--- src/design/pwg_defines.svh ---
// Offsets, field positions, reset values and masks of the write guard
`ifndef PWG_DEFINES_SVH
`define PWG_DEFINES_SVH

`define PWG_DATA_W 32
`define PWG_ADDR_W 12
`define PWG_NUM_BRIDGE 3

// Per-controller window and in-window offsets
`define PWG_CTRL_STRIDE 12'h100
`define PWG_OFS_CLEAR 8'h00
`define PWG_OFS_SET 8'h04

// Shared control and status words
`define PWG_ADDR_CLKEN 12'h300
`define PWG_ADDR_STATUS 12'h304
`define PWG_ADDR_CHKCNT 12'h308

// Bridge A slots
`define PWG_A_BIT_EXT_INT 6
`define PWG_A_BIT_RTC 5
`define PWG_A_BIT_WATCHDOG 4
`define PWG_A_BIT_CLKGEN 3
`define PWG_A_BIT_SYSCTL 2
`define PWG_A_BIT_PWRMGR 1
`define PWG_A_MASK 32'h0000007e
`define PWG_A_RESET 32'h00000000

// Bridge B slots
`define PWG_B_BIT_TRACE 6
`define PWG_B_BIT_PINPORT 3
`define PWG_B_BIT_FLASH 2
`define PWG_B_BIT_DEBUG 1
`define PWG_B_MASK 32'h0000004e
`define PWG_B_RESET 32'h00000002

// Bridge C slots
`define PWG_C_MASK 32'h000fff7e
`define PWG_C_RESET 32'h00000000

// Bus clock enables: A and B on, C off
`define PWG_CLKEN_RESET 3'h3
`define PWG_CLKEN_W 3

// Status: one sticky blocked flag per bridge
`define PWG_STATUS_W 3
`define PWG_CNT_W 16
`define PWG_STATUS_RESET 3'h0
`define PWG_CNT_RESET 16'h0000
`define PWG_CNT_MAX 16'hffff

`endif

--- src/design/pwg_pkg.sv ---
// Types shared by the write guard design
package pwg_pkg;

   typedef struct packed {
      logic valid;
      logic [1:0] bridge;
      logic [4:0] slot;
      logic debug;
   } pwg_chk_req_type;

   typedef struct packed {
      logic done;
      logic allow;
      logic block;
   } pwg_chk_rsp_type;

   typedef struct packed {
      logic [11:0] addr;
      logic [31:0] wdata;
      logic wr;
      logic rd;
   } pwg_bus_req_type;

endpackage : pwg_pkg

--- src/design/pwg_guard_unit.sv ---
// One protection controller: protect bits with clear and set access
`include "pwg_defines.svh"

module pwg_guard_unit #(
   parameter logic [31:0] MASK = 32'h00000000,
   parameter logic [31:0] RESET_VAL = 32'h00000000
) (
   input wire logic core_clk_in,
   input wire logic sys_rst_in,
   input wire logic active_in,
   input wire logic clear_wr_in,
   input wire logic set_wr_in,
   input wire logic [31:0] wdata_in,
   output logic [31:0] protect_out
);

   logic [31:0] protect_reg;
   logic [31:0] protect_next;
   wire logic [31:0] clr_bits;
   wire logic [31:0] set_bits;
   wire logic do_clr;
   wire logic do_set;

   // Writes only land while this controller's bus clock runs
   assign do_clr = active_in & clear_wr_in;
   assign do_set = active_in & set_wr_in;
   // Zero bits leave the state alone; unassigned bits are dropped
   assign clr_bits = do_clr ? (wdata_in & MASK) : 32'h00000000;
   assign set_bits = do_set ? (wdata_in & MASK) : 32'h00000000;
   assign protect_next = ((protect_reg & ~clr_bits) | set_bits)
                         & MASK;

   always_ff @(posedge core_clk_in or posedge sys_rst_in) begin
      if (sys_rst_in) begin
         protect_reg <= RESET_VAL;
      end else begin
         protect_reg <= protect_next;
      end
   end

   assign protect_out = protect_reg;

endmodule // pwg_guard_unit

--- src/design/pwg_top.sv ---
// Peripheral write guard: three bridge controllers and register port
//
// Chosen here: the plain strobed port.
`include "pwg_defines.svh"

module pwg_top (
   input wire logic core_clk_in,
   input wire logic sys_rst_in,
   input wire pwg_pkg::pwg_bus_req_type bus_req_in,
   input wire logic src_clk_run_in,
   input wire pwg_pkg::pwg_chk_req_type chk_req_in,
   output logic [31:0] rdata_out,
   output pwg_pkg::pwg_chk_rsp_type chk_rsp_out,
   output logic [2:0] bus_clk_en_out,
   output logic [31:0] protect_a_out,
   output logic [31:0] protect_b_out,
   output logic [31:0] protect_c_out
);

   // Address helpers
   function automatic logic [1:0] ctrl_index(input logic [11:0] a);
      ctrl_index = a[9:8];
   endfunction

   function automatic logic is_ofs(input logic [11:0] a,
                                   input logic [7:0] ofs);
      is_ofs = (a[7:0] == ofs) && (a[11:10] == 2'h0)
               && (a[9:8] != 2'h3);
   endfunction

   function automatic logic bit_of(input logic [31:0] v,
                                   input logic [4:0] idx);
      bit_of = v[idx];
   endfunction

   // One-hot select of a controller index; index 3 selects none
   function automatic logic [2:0] onehot_of(input logic [1:0] idx);
      case (idx)
         2'h0: onehot_of = 3'h1;
         2'h1: onehot_of = 3'h2;
         2'h2: onehot_of = 3'h4;
         default: onehot_of = 3'h0;
      endcase
   endfunction

   // Protect word of a controller index; index 3 reads zero
   function automatic logic [31:0] prot_of(input logic [1:0] idx,
                                           input logic [31:0] va,
                                           input logic [31:0] vb,
                                           input logic [31:0] vc);
      case (idx)
         2'h0: prot_of = va;
         2'h1: prot_of = vb;
         2'h2: prot_of = vc;
         default: prot_of = 32'h00000000;
      endcase
   endfunction

   // Zero-extends a three-bit control or status field
   function automatic logic [31:0] zext3(input logic [2:0] v);
      zext3 = {29'h0, v};
   endfunction

   // Register state
   logic [2:0] clk_en_reg;
   logic [2:0] clk_en_next;
   logic [2:0] status_reg;
   logic [2:0] status_next;
   logic [15:0] chk_cnt_reg;
   logic [15:0] chk_cnt_next;
   logic [31:0] rdata_reg;
   logic [31:0] rdata_next;
   logic chk_done_reg;
   logic chk_allow_reg;
   logic chk_block_reg;
   logic [2:0] clk_en_out_reg;

   // Bus fields
   wire logic [11:0] addr;
   wire logic [31:0] wdata;
   wire logic wr;
   wire logic rd;
   assign addr = bus_req_in.addr;
   assign wdata = bus_req_in.wdata;
   assign wr = bus_req_in.wr;
   assign rd = bus_req_in.rd;

   // Decode
   wire logic [1:0] sel_ctrl;
   wire logic hit_clear;
   wire logic hit_set;
   wire logic hit_clken;
   wire logic hit_status;
   wire logic hit_chkcnt;
   assign sel_ctrl = ctrl_index(addr);
   assign hit_clear = is_ofs(addr, `PWG_OFS_CLEAR);
   assign hit_set = is_ofs(addr, `PWG_OFS_SET);
   assign hit_clken = (addr == `PWG_ADDR_CLKEN);
   assign hit_status = (addr == `PWG_ADDR_STATUS);
   assign hit_chkcnt = (addr == `PWG_ADDR_CHKCNT);

   wire logic [2:0] ctrl_sel;
   assign ctrl_sel = onehot_of(sel_ctrl);

   // Controller runs only with its enable and a live clock source
   wire logic [2:0] ctrl_active;
   assign ctrl_active = clk_en_reg & {3{src_clk_run_in}};

   wire logic [2:0] clear_wr;
   wire logic [2:0] set_wr;
   assign clear_wr = ctrl_sel & {3{wr & hit_clear}};
   assign set_wr = ctrl_sel & {3{wr & hit_set}};

   // Register writes qualified by their decode
   wire logic wr_clken;
   wire logic wr_status;
   wire logic wr_chkcnt;
   wire logic [2:0] wdata_lo3;
   assign wr_clken = wr & hit_clken;
   assign wr_status = wr & hit_status;
   assign wr_chkcnt = wr & hit_chkcnt;
   assign wdata_lo3 = wdata[2:0];

   wire logic [31:0] prot_a;
   wire logic [31:0] prot_b;
   wire logic [31:0] prot_c;

   // One controller per bridge
   pwg_guard_unit #(
      .MASK(`PWG_A_MASK),
      .RESET_VAL(`PWG_A_RESET)
   ) u_guard_a (
      .core_clk_in(core_clk_in),
      .sys_rst_in(sys_rst_in),
      .active_in(ctrl_active[0]),
      .clear_wr_in(clear_wr[0]),
      .set_wr_in(set_wr[0]),
      .wdata_in(wdata),
      .protect_out(prot_a)
   );

   pwg_guard_unit #(
      .MASK(`PWG_B_MASK),
      .RESET_VAL(`PWG_B_RESET)
   ) u_guard_b (
      .core_clk_in(core_clk_in),
      .sys_rst_in(sys_rst_in),
      .active_in(ctrl_active[1]),
      .clear_wr_in(clear_wr[1]),
      .set_wr_in(set_wr[1]),
      .wdata_in(wdata),
      .protect_out(prot_b)
   );

   pwg_guard_unit #(
      .MASK(`PWG_C_MASK),
      .RESET_VAL(`PWG_C_RESET)
   ) u_guard_c (
      .core_clk_in(core_clk_in),
      .sys_rst_in(sys_rst_in),
      .active_in(ctrl_active[2]),
      .clear_wr_in(clear_wr[2]),
      .set_wr_in(set_wr[2]),
      .wdata_in(wdata),
      .protect_out(prot_c)
   );

   // Clock enable register
   assign clk_en_next = wr_clken ? wdata_lo3 : clk_en_reg;

   // Write check: slot protect bit of the addressed bridge only
   wire logic [2:0] chk_sel;
   wire logic [31:0] chk_vec;
   wire logic chk_prot;
   wire logic chk_bridge_ok;
   wire logic chk_allow;
   wire logic chk_block;
   assign chk_sel = onehot_of(chk_req_in.bridge);
   assign chk_bridge_ok = |chk_sel;
   assign chk_vec = prot_of(chk_req_in.bridge,
                            prot_a, prot_b, prot_c);
   assign chk_prot = bit_of(chk_vec, chk_req_in.slot);
   assign chk_allow = chk_req_in.valid & chk_bridge_ok
                      & (chk_req_in.debug | ~chk_prot);
   assign chk_block = chk_req_in.valid & chk_bridge_ok
                      & ~chk_req_in.debug & chk_prot;

   // Sticky blocked flags per bridge; a new block wins over a clear
   wire logic [2:0] block_evt;
   wire logic [2:0] status_clr;
   assign block_evt = chk_sel & {3{chk_block}};
   assign status_clr = wr_status ? wdata_lo3 : 3'h0;
   assign status_next = (status_reg & ~status_clr) | block_evt;

   // Saturating count of blocked writes, cleared by a write to PWG_ADDR_CHKCNT; a block in the same cycle wins
   wire logic cnt_full;
   wire logic [15:0] cnt_inc;
   wire logic cnt_clr;
   assign cnt_full = (chk_cnt_reg == `PWG_CNT_MAX);
   assign cnt_inc = chk_cnt_reg + 16'h0001;
   assign cnt_clr = wr_chkcnt & ~chk_block;
   assign chk_cnt_next = (chk_block && !cnt_full) ? cnt_inc :
                         cnt_clr ? 16'h0000 : chk_cnt_reg;

   // Read mux: clear and set return the same protect state
   wire logic [31:0] prot_sel;
   assign prot_sel = prot_of(sel_ctrl, prot_a, prot_b, prot_c);

   wire logic rd_hit_prot;
   wire logic rd_mapped;
   wire logic [31:0] rd_word;
   assign rd_hit_prot = hit_clear | hit_set;
   assign rd_mapped = rd_hit_prot | hit_clken | hit_status | hit_chkcnt;
   assign rd_word = rd_hit_prot ? prot_sel :
                    hit_clken ? zext3(clk_en_reg) :
                    hit_status ? zext3(status_reg) :
                    hit_chkcnt ? {16'h0, chk_cnt_reg} :
                    32'h00000000;
   assign rdata_next = (rd && rd_mapped) ? rd_word : 32'h00000000;

   // Bus clock enable state
   always_ff @(posedge core_clk_in or posedge sys_rst_in) begin
      if (sys_rst_in) begin
         clk_en_reg <= `PWG_CLKEN_RESET;
      end else begin
         clk_en_reg <= clk_en_next;
      end
   end

   // Enable copy driving the output pins
   always_ff @(posedge core_clk_in or posedge sys_rst_in) begin
      if (sys_rst_in) begin
         clk_en_out_reg <= `PWG_CLKEN_RESET;
      end else begin
         clk_en_out_reg <= clk_en_next;
      end
   end

   // Sticky blocked flags
   always_ff @(posedge core_clk_in or posedge sys_rst_in) begin
      if (sys_rst_in) begin
         status_reg <= `PWG_STATUS_RESET;
      end else begin
         status_reg <= status_next;
      end
   end

   // Blocked write count
   always_ff @(posedge core_clk_in or posedge sys_rst_in) begin
      if (sys_rst_in) begin
         chk_cnt_reg <= `PWG_CNT_RESET;
      end else begin
         chk_cnt_reg <= chk_cnt_next;
      end
   end

   // Check answer, one cycle after the request
   always_ff @(posedge core_clk_in or posedge sys_rst_in) begin
      if (sys_rst_in) begin
         chk_done_reg <= 1'b0;
      end else begin
         chk_done_reg <= chk_req_in.valid;
      end
   end

   always_ff @(posedge core_clk_in or posedge sys_rst_in) begin
      if (sys_rst_in) begin
         chk_allow_reg <= 1'b0;
         chk_block_reg <= 1'b0;
      end else begin
         chk_allow_reg <= chk_allow;
         chk_block_reg <= chk_block;
      end
   end

   // Read data, standing for one cycle
   always_ff @(posedge core_clk_in or posedge sys_rst_in) begin
      if (sys_rst_in) begin
         rdata_reg <= 32'h00000000;
      end else begin
         rdata_reg <= rdata_next;
      end
   end

   // Outputs
   assign rdata_out = rdata_reg;
   assign chk_rsp_out.done = chk_done_reg;
   assign chk_rsp_out.allow = chk_allow_reg;
   assign chk_rsp_out.block = chk_block_reg;
   assign bus_clk_en_out = clk_en_out_reg;
   assign protect_a_out = prot_a;
   assign protect_b_out = prot_b;
   assign protect_c_out = prot_c;

endmodule // pwg_top

--- config.mk ---
export PLATFORM = sky130hd
export DESIGN_NAME = pwg_top
export DESIGN_NICKNAME = d
export VERILOG_FILES = /design/src/design/pwg_pkg.sv /design/src/design/pwg_guard_unit.sv /design/src/design/pwg_top.sv
export VERILOG_INCLUDE_DIRS = /design/src /design/src/design
export SDC_FILE = /design/constraint.sdc
export NUM_CORES = 1
export LEC_CHECK = 0
export BUFFER_PORTS_ARGS = -buffer_cell sky130_fd_sc_hd__buf_2
export CAP_MARGIN = 20
export CORE_ASPECT_RATIO = 0.9
export CORE_MARGIN = 2
export CORE_UTILIZATION = 25
export CTS_BUF_LIST = sky130_fd_sc_hd__clkbuf_8
export DETAILED_ROUTE_END_ITERATION = 12
export PLACE_DENSITY = 0.56
export SETUP_SLACK_MARGIN = 0.4
export SLEW_MARGIN = 30
export SYNTH_ARGS = -nofsm -noshare
export SYNTH_HDL_FRONTEND = slang
export SYNTH_HIERARCHICAL = 1
export SYNTH_SLANG_ARGS = --single-unit
export TNS_END_PERCENT = 50
--- constraint.sdc ---
create_clock -name core_clk_in -period 2.6 [get_ports core_clk_in]
set_input_delay 0.13 -clock core_clk_in [delete_from_list [all_inputs] [get_ports core_clk_in]]
set_output_delay 0.13 -clock core_clk_in [all_outputs]
set_load 0.01 [all_outputs]
==> results of run 1 <==
## layer usage
| layer | vias up | global-route usage, % |
|---|---|---|
| met5 | - | 0 |
| met4 | 4 | 5.43 |
| met3 | 33 | 5.15 |
| met2 | 228 | 24.5 |
| met1 | 2563 | 23.8 |
| li1 | 2562 | - |
## cell type report
type	count	area share, %
repair buffers	168	14.1
diodes	1	0.0349
inverters	26	1.36
flip-flops and latches	85	29.7
clock buffers	9	1.73
clock inverters	7	1.45
multi-input cells	500	46.4
well taps	302	5.27
## where the power goes
group          internal (W)  switching [W]
logic              0.000291       0.000461
clock network      0.000559       0.000562
registers           0.00142       0.000121
total               0.00227        0.00114
## cell usage after synthesis, types with 2 or more instances
cell type / count / area (um2)
sky130_fd_sc_hd__nor2_1: 51 / 191
sky130_fd_sc_hd__a22oi_1: 2 / 15.0
sky130_fd_sc_hd__buf_2: 5 / 25.0
sky130_fd_sc_hd__nor2b_1: 7 / 43.8
sky130_fd_sc_hd__and2_1: 5 / 31.3
sky130_fd_sc_hd__mux2_2: 27 / 304
sky130_fd_sc_hd__a2111oi_0: 2 / 17.5
sky130_fd_sc_hd__or2_2: 2 / 12.5
sky130_fd_sc_hd__clkbuf_1: 21 / 78.8
sky130_fd_sc_hd__dfstp_2: 3 / 78.8
sky130_fd_sc_hd__conb_1: 3 / 11.3
sky130_fd_sc_hd__mux2_1: 2 / 22.5
sky130_fd_sc_hd__a221o_1: 6 / 60.1
sky130_fd_sc_hd__a221oi_1: 3 / 26.3
sky130_fd_sc_hd__a21oi_1: 45 / 225
sky130_fd_sc_hd__o2bb2ai_1: 14 / 123
sky130_fd_sc_hd__a32o_1: 29 / 290
sky130_fd_sc_hd__o21ai_0: 38 / 190
sky130_fd_sc_hd__buf_1: 3 / 11.3
sky130_fd_sc_hd__buf_6: 10 / 113
sky130_fd_sc_hd__a211oi_1: 7 / 52.6
sky130_fd_sc_hd__a211o_1: 2 / 17.5
sky130_fd_sc_hd__nand2_1: 33 / 124
sky130_fd_sc_hd__o21a_1: 2 / 15.0
sky130_fd_sc_hd__nor3_1: 10 / 50.1
sky130_fd_sc_hd__nand2b_1: 4 / 25.0
sky130_fd_sc_hd__o22ai_1: 4 / 25.0
sky130_fd_sc_hd__mux2i_1: 39 / 390
sky130_fd_sc_hd__nand3_1: 38 / 190
sky130_fd_sc_hd__o22a_1: 10 / 87.6
sky130_fd_sc_hd__nor4_1: 8 / 50.1
sky130_fd_sc_hd__buf_4: 76 / 571
sky130_fd_sc_hd__a31oi_1: 8 / 50.1
sky130_fd_sc_hd__mux4_2: 3 / 67.6
sky130_fd_sc_hd__and3_1: 4 / 25.0
sky130_fd_sc_hd__inv_1: 26 / 97.6
sky130_fd_sc_hd__dfrtp_1: 82 / 2050
sky130_fd_sc_hd__o221ai_1: 5 / 43.8
sky130_fd_sc_hd__nand4_1: 2 / 12.5
## cells by family (layout without fill, tap and decap cells)
group,Yosys count,in the layout,share of synthesized area [%]
AOI/OAI and AO/OA,190,190,22.7
muxes,71,71,13.0
other,3,69,0.187
adders and majority gates,1,1,0.207
DFF,85,85,35.3
and+or+nand+nor,170,170,13.5
buffers and inverters,142,210,15.1
## through the flow
stage	cells	hold slack (ps)	instance area (um2)	setup slack [ps]
floorplan	727	-105	6290	392
global placement	1072	68.1	6780	57.6
detailed placement	1072	66.0	6780	44.9
CTS	1097	5.19	7140	259
global route	1097	14.1	7170	85.4
finish	1098	25.2	7170	227
## what timing repair did
item                                    4_1_cts  5_1_grt
gates resized for setup                      20       11
cloned                                        1        0
endpoints found under the setup margin       19       20
endpoints found under the hold margin        53        0
pin swaps                                     5        4
hold buffers                                  4        0
setup buffers                                 4        0
## layout by cell type, fill, tap and decap left out, types with 4 or more instances in the layout
| master | instances |
|---|---|
| sky130_fd_sc_hd__a211oi_1 | 7 |
| sky130_fd_sc_hd__a21oi_1 | 45 |
| sky130_fd_sc_hd__a221o_1 | 6 |
| sky130_fd_sc_hd__a31oi_1 | 8 |
| sky130_fd_sc_hd__a32o_1 | 29 |
| sky130_fd_sc_hd__and2_1 | 5 |
| sky130_fd_sc_hd__and3_1 | 4 |
| sky130_fd_sc_hd__buf_2 | 111 |
| sky130_fd_sc_hd__buf_4 | 49 |
| sky130_fd_sc_hd__buf_6 | 4 |
| sky130_fd_sc_hd__clkbuf_8 | 9 |
| sky130_fd_sc_hd__conb_1 | 68 |
| sky130_fd_sc_hd__dfrtp_1 | 82 |
| sky130_fd_sc_hd__dlygate4sd3_1 | 4 |
| sky130_fd_sc_hd__inv_1 | 25 |
| sky130_fd_sc_hd__inv_6 | 5 |
| sky130_fd_sc_hd__mux2_2 | 27 |
| sky130_fd_sc_hd__mux2i_1 | 38 |
| sky130_fd_sc_hd__nand2_1 | 33 |
| sky130_fd_sc_hd__nand3_1 | 38 |
| sky130_fd_sc_hd__nor2_1 | 50 |
| sky130_fd_sc_hd__nor2b_1 | 6 |
| sky130_fd_sc_hd__nor3_1 | 8 |
| sky130_fd_sc_hd__nor4_1 | 5 |
| sky130_fd_sc_hd__o21ai_0 | 27 |
| sky130_fd_sc_hd__o21ai_1 | 5 |
| sky130_fd_sc_hd__o21ai_2 | 7 |
| sky130_fd_sc_hd__o221ai_1 | 4 |
| sky130_fd_sc_hd__o22a_1 | 10 |
| sky130_fd_sc_hd__o22ai_1 | 4 |
| sky130_fd_sc_hd__o2bb2ai_1 | 14 |
## worst register-to-register path: stages (launching register included)
cell and delay [ps]:
sky130_fd_sc_hd__dfrtp_1 410, sky130_fd_sc_hd__mux2_2 260, sky130_fd_sc_hd__a221o_1 340, sky130_fd_sc_hd__a2111oi_2 360, sky130_fd_sc_hd__nor3_1 70, sky130_fd_sc_hd__o211ai_1 170, sky130_fd_sc_hd__nor3b_4 120, sky130_fd_sc_hd__buf_6 160
sky130_fd_sc_hd__buf_4 140, sky130_fd_sc_hd__a32o_1 250
## final timing paths
kind	cells past startpoint	to	from	slack, ps
max in group asynchronous	4	chk_cnt_reg[13]	sys_rst_in	1450
max reg2reg	9	status_reg[1]	u_guard_a/protect_out[4]	230
min reg2reg	2	status_reg[0]	status_reg[0]	500
max	9	status_reg[1]	u_guard_a/protect_out[4]	230
min in group asynchronous	3	u_guard_b/protect_out[2]	sys_rst_in	220
min	2	u_guard_c/protect_out[16]	bus_req_in[18]	30
==> Flow_metrics.wiki, run 1 <==
{| class="wikitable"
! Metric !! Value
|-
| Number of setup violations in the final report || 0
|-
| Number of synthesized flops with an enable pin || 0
|-
| Worst-case headroom to the max-slew limit || 51.0%
|-
| Worst setup path class || register to register
|-
| Fin. Hold Viols || 0
|-
| Post-detail-place hpwl || 16600 um
|-
| Initial core utilization || 25.6%
|-
| DRC || 0
|-
| Arrival @ worst endpoint || 2650 ps
|-
| Total via count in the routed design || 5390
|-
| Actual slew at the worst max-slew pin || 735 ps
|-
| Class of the tightest hold or removal check || input pin to register
|-
| GRT Overall Usage || 16.9%
|-
| Final weighted congestion in routability-driven placement || 0.853
|-
| Met2 WL post-DR || 9110 um
|-
| Setup TNS || 0 ps
|-
| Share of final-layout standard cells stronger than drive strength 1 || 30.2%
|-
| Register bit total from synthesis || 85
|-
| Length of the first detailed-routing pass in iterations || 5
|-
| Fraction of the yosys area taken by sequential cells || 35.3%
|-
| Leakage dissipation || 3.37 nW
|-
| First-pass GRT wire length || 32300 um
|-
| Share of async-settable or async-resettable flops after synthesis || 100%
|-
| Top Ports || 192
|-
| Top FF cell, synth || sky130_fd_sc_hd__dfrtp_1
|-
| Overall die area || 25400 um2
|-
| H-tree depth || 3
|-
| Combined area of all synthesized cells || 6030 um2
|-
| Cells along the critical path || mux2_2 -> a221o_1 -> a2111oi_2 -> nor3_1 -> o211ai_1 -> nor3b_4 -> buf_6 -> buf_4 -> a32o_1
|-
| Sequential standard cell area || 2130 um2
|-
| Area occupied by multi-input gates || 3320 um2
|-
| Initial antenna violation count || 3
|-
| Area delta synth->final || 18.9%
|-
| Yosys Warn Count || 6
|-
| Power per cell area || 477 nW/um2
|-
| Standard cell core area || 23500 um2
|-
| Worst clock skew on the final layout || 9.30 ps
|-
| Setup repair after global routing missed its margin || true
|-
| Max Clk Rate || 0.421 GHz
|-
| Startpoint types || register
|-
| Detailed Route Iter0 Violations || 363
|-
| Number of global-route vias before repair || 5154
|-
| Delay contributed by the slowest stage of the critical path || 410 ps
|-
| CTS clk-pin slew, worst paths || 90 ps
|-
| Number of instances in the synthesized netlist || 662
|-
| Clk sinks || 85
|-
| Core Util, Final || 30.5%
|-
| Final critical-path share of the clock period || 91.3%
|-
| Flip-flop count of the largest register after layout || 32
|-
| Wire length on met3 || 1960 um
|-
| Number of clock buffers inserted by TritonCTS || 9
|-
| Largest net degree at the start of global routing || 37
|-
| Distinct cell type count after synthesis || 60
|-
| DIE WIDTH || 168 um
|-
| Post-layout power || 0.00342 W
|-
| Max-slew violations || 0
|-
| Average wire length per cell after detail routing || 19.6 um
|-
| Top routing layer used || met5
|-
| Mean post-synth cell area || 9.11 um2
|-
| Clock network latency to the later pin of the worst-skew pair || 390 ps
|-
| IO buf count || 110
|-
| CTS Root Cell || sky130_fd_sc_hd__clkbuf_8
|-
| Largest vdd supply drop || 0.228 mV
|-
| Number of maximum-capacitance constraint violations || 0
|-
| Clock tree buffer depth || 2
|-
| Critical path buffer and inverter count || 2
|-
| Routed metal-1 wire length || 9920 um
|-
| Routed via count divided by cell count || 4.91
|-
| Die Ht || 151 um
|-
| Wire length reported by the detailed router || 21500 um
|-
| TritonCTS clock tree || yes
|-
| Fin nets || 849
|-
| Antenna Nets Post-Route || 0
|-
| Capturing element type of the critical path || register
|-
| GRT Residual Overflow || 0
|-
| Time the final worst path needs with I/O delays and setup || 2370 ps
|-
| CP max-delay cell || sky130_fd_sc_hd__dfrtp_1
|-
| Largest fanout on the critical path || 5
|-
| Required time of the worst setup path || 2880 ps
|-
| Result of the run || finished clean
|-
| Fillers || 2483
|-
| Standard-cell row count || 53
|-
| CP top delay family || compound AO/OA/AOI/OAI gates
|}
No activity file was read; power rests on OpenSTA's default activity.
==> inputs of run 2 (changes only) <==
--- a/config.mk
+++ b/config.mk
@@ -14,6 +14,7 @@
 export CTS_BUF_LIST = sky130_fd_sc_hd__clkbuf_8
 export DETAILED_ROUTE_END_ITERATION = 12
 export PLACE_DENSITY = 0.56
+export REMOVE_ABC_BUFFERS = 1
 export SETUP_SLACK_MARGIN = 0.4
 export SLEW_MARGIN = 30
 export SYNTH_ARGS = -nofsm -noshare
==> Flow_metrics.wiki, run 2 (synthesized netlist as in run 1, its figures left out) <==
{| class="wikitable"
! Metric !! Value
|-
| Result of the run || finished clean
|-
| Total via count in the routed design || 5432
|-
| Clock tree buffer depth || 2
|-
| DIE WIDTH || 168 um
|-
| Fillers || 2530
|-
| Most frequent standard cell in the layout excluding fill and tap cells || sky130_fd_sc_hd__buf_2
|-
| Largest fanout on the critical path || 8
|-
| Die Ht || 151 um
|-
| Startpoint types || register
|-
| Clk sinks || 85
|-
| Number of clock buffers inserted by TritonCTS || 9
|-
| First-pass GRT wire length || 32100 um
|-
| Leakage dissipation || 3.32 nW
|-
| Number of setup violations in the final report || 0
|-
| Initial core utilization || 25.6%
|-
| Required time of the worst setup path || 2860 ps
|-
| Final weighted congestion in routability-driven placement || 0.851
|-
| CTS Root Cell || sky130_fd_sc_hd__clkbuf_8
|-
| Post-detail-place hpwl || 16200 um
|-
| Power per cell area || 458 nW/um2
|-
| Time the final worst path needs with I/O delays and setup || 2310 ps
|-
| Wire length reported by the detailed router || 20900 um
|-
| DRC || 0
|-
| Area delta synth->final || 17.4%
|-
| Fin nets || 842
|-
| Antenna Nets Post-Route || 0
|-
| Share of final-layout standard cells stronger than drive strength 1 || 28.9%
|-
| Setup repair after global routing missed its margin || true
|-
| Clock network latency to the later pin of the worst-skew pair || 380 ps
|-
| Final critical-path share of the clock period || 88.7%
|-
| Number of global-route vias before repair || 5312
|-
| Worst-case headroom to the max-slew limit || 46.3%
|-
| Max-slew violations || 0
|-
| CTS clk-pin slew, worst paths || 90 ps
|-
| Overall die area || 25400 um2
|-
| Flip-flop count of the largest register after layout || 32
|-
| Fin. Hold Viols || 0
|-
| Largest vdd supply drop || 0.308 mV
|-
| Worst clock skew on the final layout || 12.6 ps
|-
| Placed Area || 6740 um2
|-
| Length of the first detailed-routing pass in iterations || 5
|-
| Highest-count cells in the layout ignoring fill and taps || sky130_fd_sc_hd__buf_2, sky130_fd_sc_hd__dfrtp_1, sky130_fd_sc_hd__conb_1
|-
| IO buf count || 110
|-
| Worst setup path class || register to register
|-
| TritonCTS clock tree || yes
|-
| Arrival @ worst endpoint || 2570 ps
|-
| Class of the tightest hold or removal check || input pin to register
|-
| Largest net degree at the start of global routing || 45
|-
| PnR worst setup slack || 293 ps
|-
| Placement-stage worst setup slack || -3.76 ps
|-
| Total non-filler cell area in the finished layout || 7080 um2
|-
| Top Ports || 192
|-
| Capturing element type of the critical path || register
|-
| Average wire length per cell after detail routing || 19.1 um
|-
| GRT Overall Usage || 16.8%
|-
| Standard cell core area || 23500 um2
|-
| Worst slack on hold paths || 21.9 ps
|-
| Initial antenna violation count || 5
|-
| Number of maximum-capacitance constraint violations || 0
|-
| Actual slew at the worst max-slew pin || 805 ps
|-
| GRT Residual Overflow || 0
|-
| Standard-cell row count || 53
|-
| Routed via count divided by cell count || 4.97
|-
| Detailed Route Iter0 Violations || 472
|-
| Max Clk Rate || 0.433 GHz
|-
| H-tree depth || 3
|}
[run 2: cell types whose count changed in the layout (fill, tap and decap cells not counted), sizes merged]
| cell | previous run | this run |
|---|---|---|
| buf | 164 | 158 |
| diode | 1 | 4 |
| inv | 31 | 28 |
| clkinv | 0 | 2 |
| bufinv | 2 | 1 |
| clkbuf | 9 | 10 |
| clkinvlp | 0 | 1 |
| dlygate4sd3 | 4 | 3 |
[run 2: final timing paths]
check,start,endpoint,slack (ps),cells after the start
worst max-delay path,u_guard_a/protect_out[5],chk_cnt_reg[10],290,9
worst min-delay path,bus_req_in[20],u_guard_c/protect_out[18],20,2
worst max register to register,u_guard_a/protect_out[5],chk_cnt_reg[10],290,9
worst min register to register,status_reg[0],status_reg[0],520,2
max in group asynchronous,sys_rst_in,rdata_out[11],1530,4
min in group asynchronous,sys_rst_in,u_guard_b/protect_out[3],220,3
[run 2: per-layer routing]
layer  GRT usage, %  routed length (um)
met1           22.5                9560
met2           26.5                9530
met3           4.96                1460
met4           4.35                 356
met5              0                  13
[run 2: repair_timing]
action	4_1_cts	5_1_grt
endpoints found under the hold margin	55	0
pin swaps	5	3
hold buffers	3	0
gates resized for setup	14	10
setup endpoints to repair	18	19
setup buffers	4	1
[run 2: cell type report]
type / count / area (um2) / area share (%)
clock inverters: 6 / 55.1 / 0.777
flip-flops and latches: 85 / 2130 / 30.1
repair buffers: 161 / 957 / 13.5
inverters: 26 / 97.6 / 1.38
multi-input cells: 500 / 3320 / 46.8
diodes: 4 / 10.0 / 0.141
well taps: 302 / 378 / 5.33
clock buffers: 10 / 138 / 1.94
[run 2: worst max-delay path: stages (launching register included)]
cell	delay (ps)
sky130_fd_sc_hd__dfrtp_1	390
sky130_fd_sc_hd__mux2_2	260
sky130_fd_sc_hd__a221o_1	320
sky130_fd_sc_hd__a2111oi_2	290
sky130_fd_sc_hd__nor3_1	100
sky130_fd_sc_hd__o211ai_1	180
sky130_fd_sc_hd__nor3b_4	100
sky130_fd_sc_hd__buf_6	160
sky130_fd_sc_hd__a41o_1	220
sky130_fd_sc_hd__and3b_1	170
[run 2: per-stage QoR]
stage	power (W)	setup TNS [ps]	cells	util [%]
3_5_place_dp	0.00223	-3.76	1066	28.6
5_1_grt	0.00345	0	1091	30.1
2_1_floorplan	0.00197	-5280	611	-
3_3_place_gp	0.00222	0	1066	28.6
6_report	0.00325	0	1094	30.1
4_1_cts	0.00323	0	1089	29.9
[run 2: where the power goes]
part | internal, W | total (W) | switching (W)
clock network | 0.000461 | 0.000966 | 0.000505
logic | 0.000273 | 0.000721 | 0.000448
registers | 0.00143 | 0.00156 | 0.000133
total | 0.00216 | 0.00325 | 0.00109
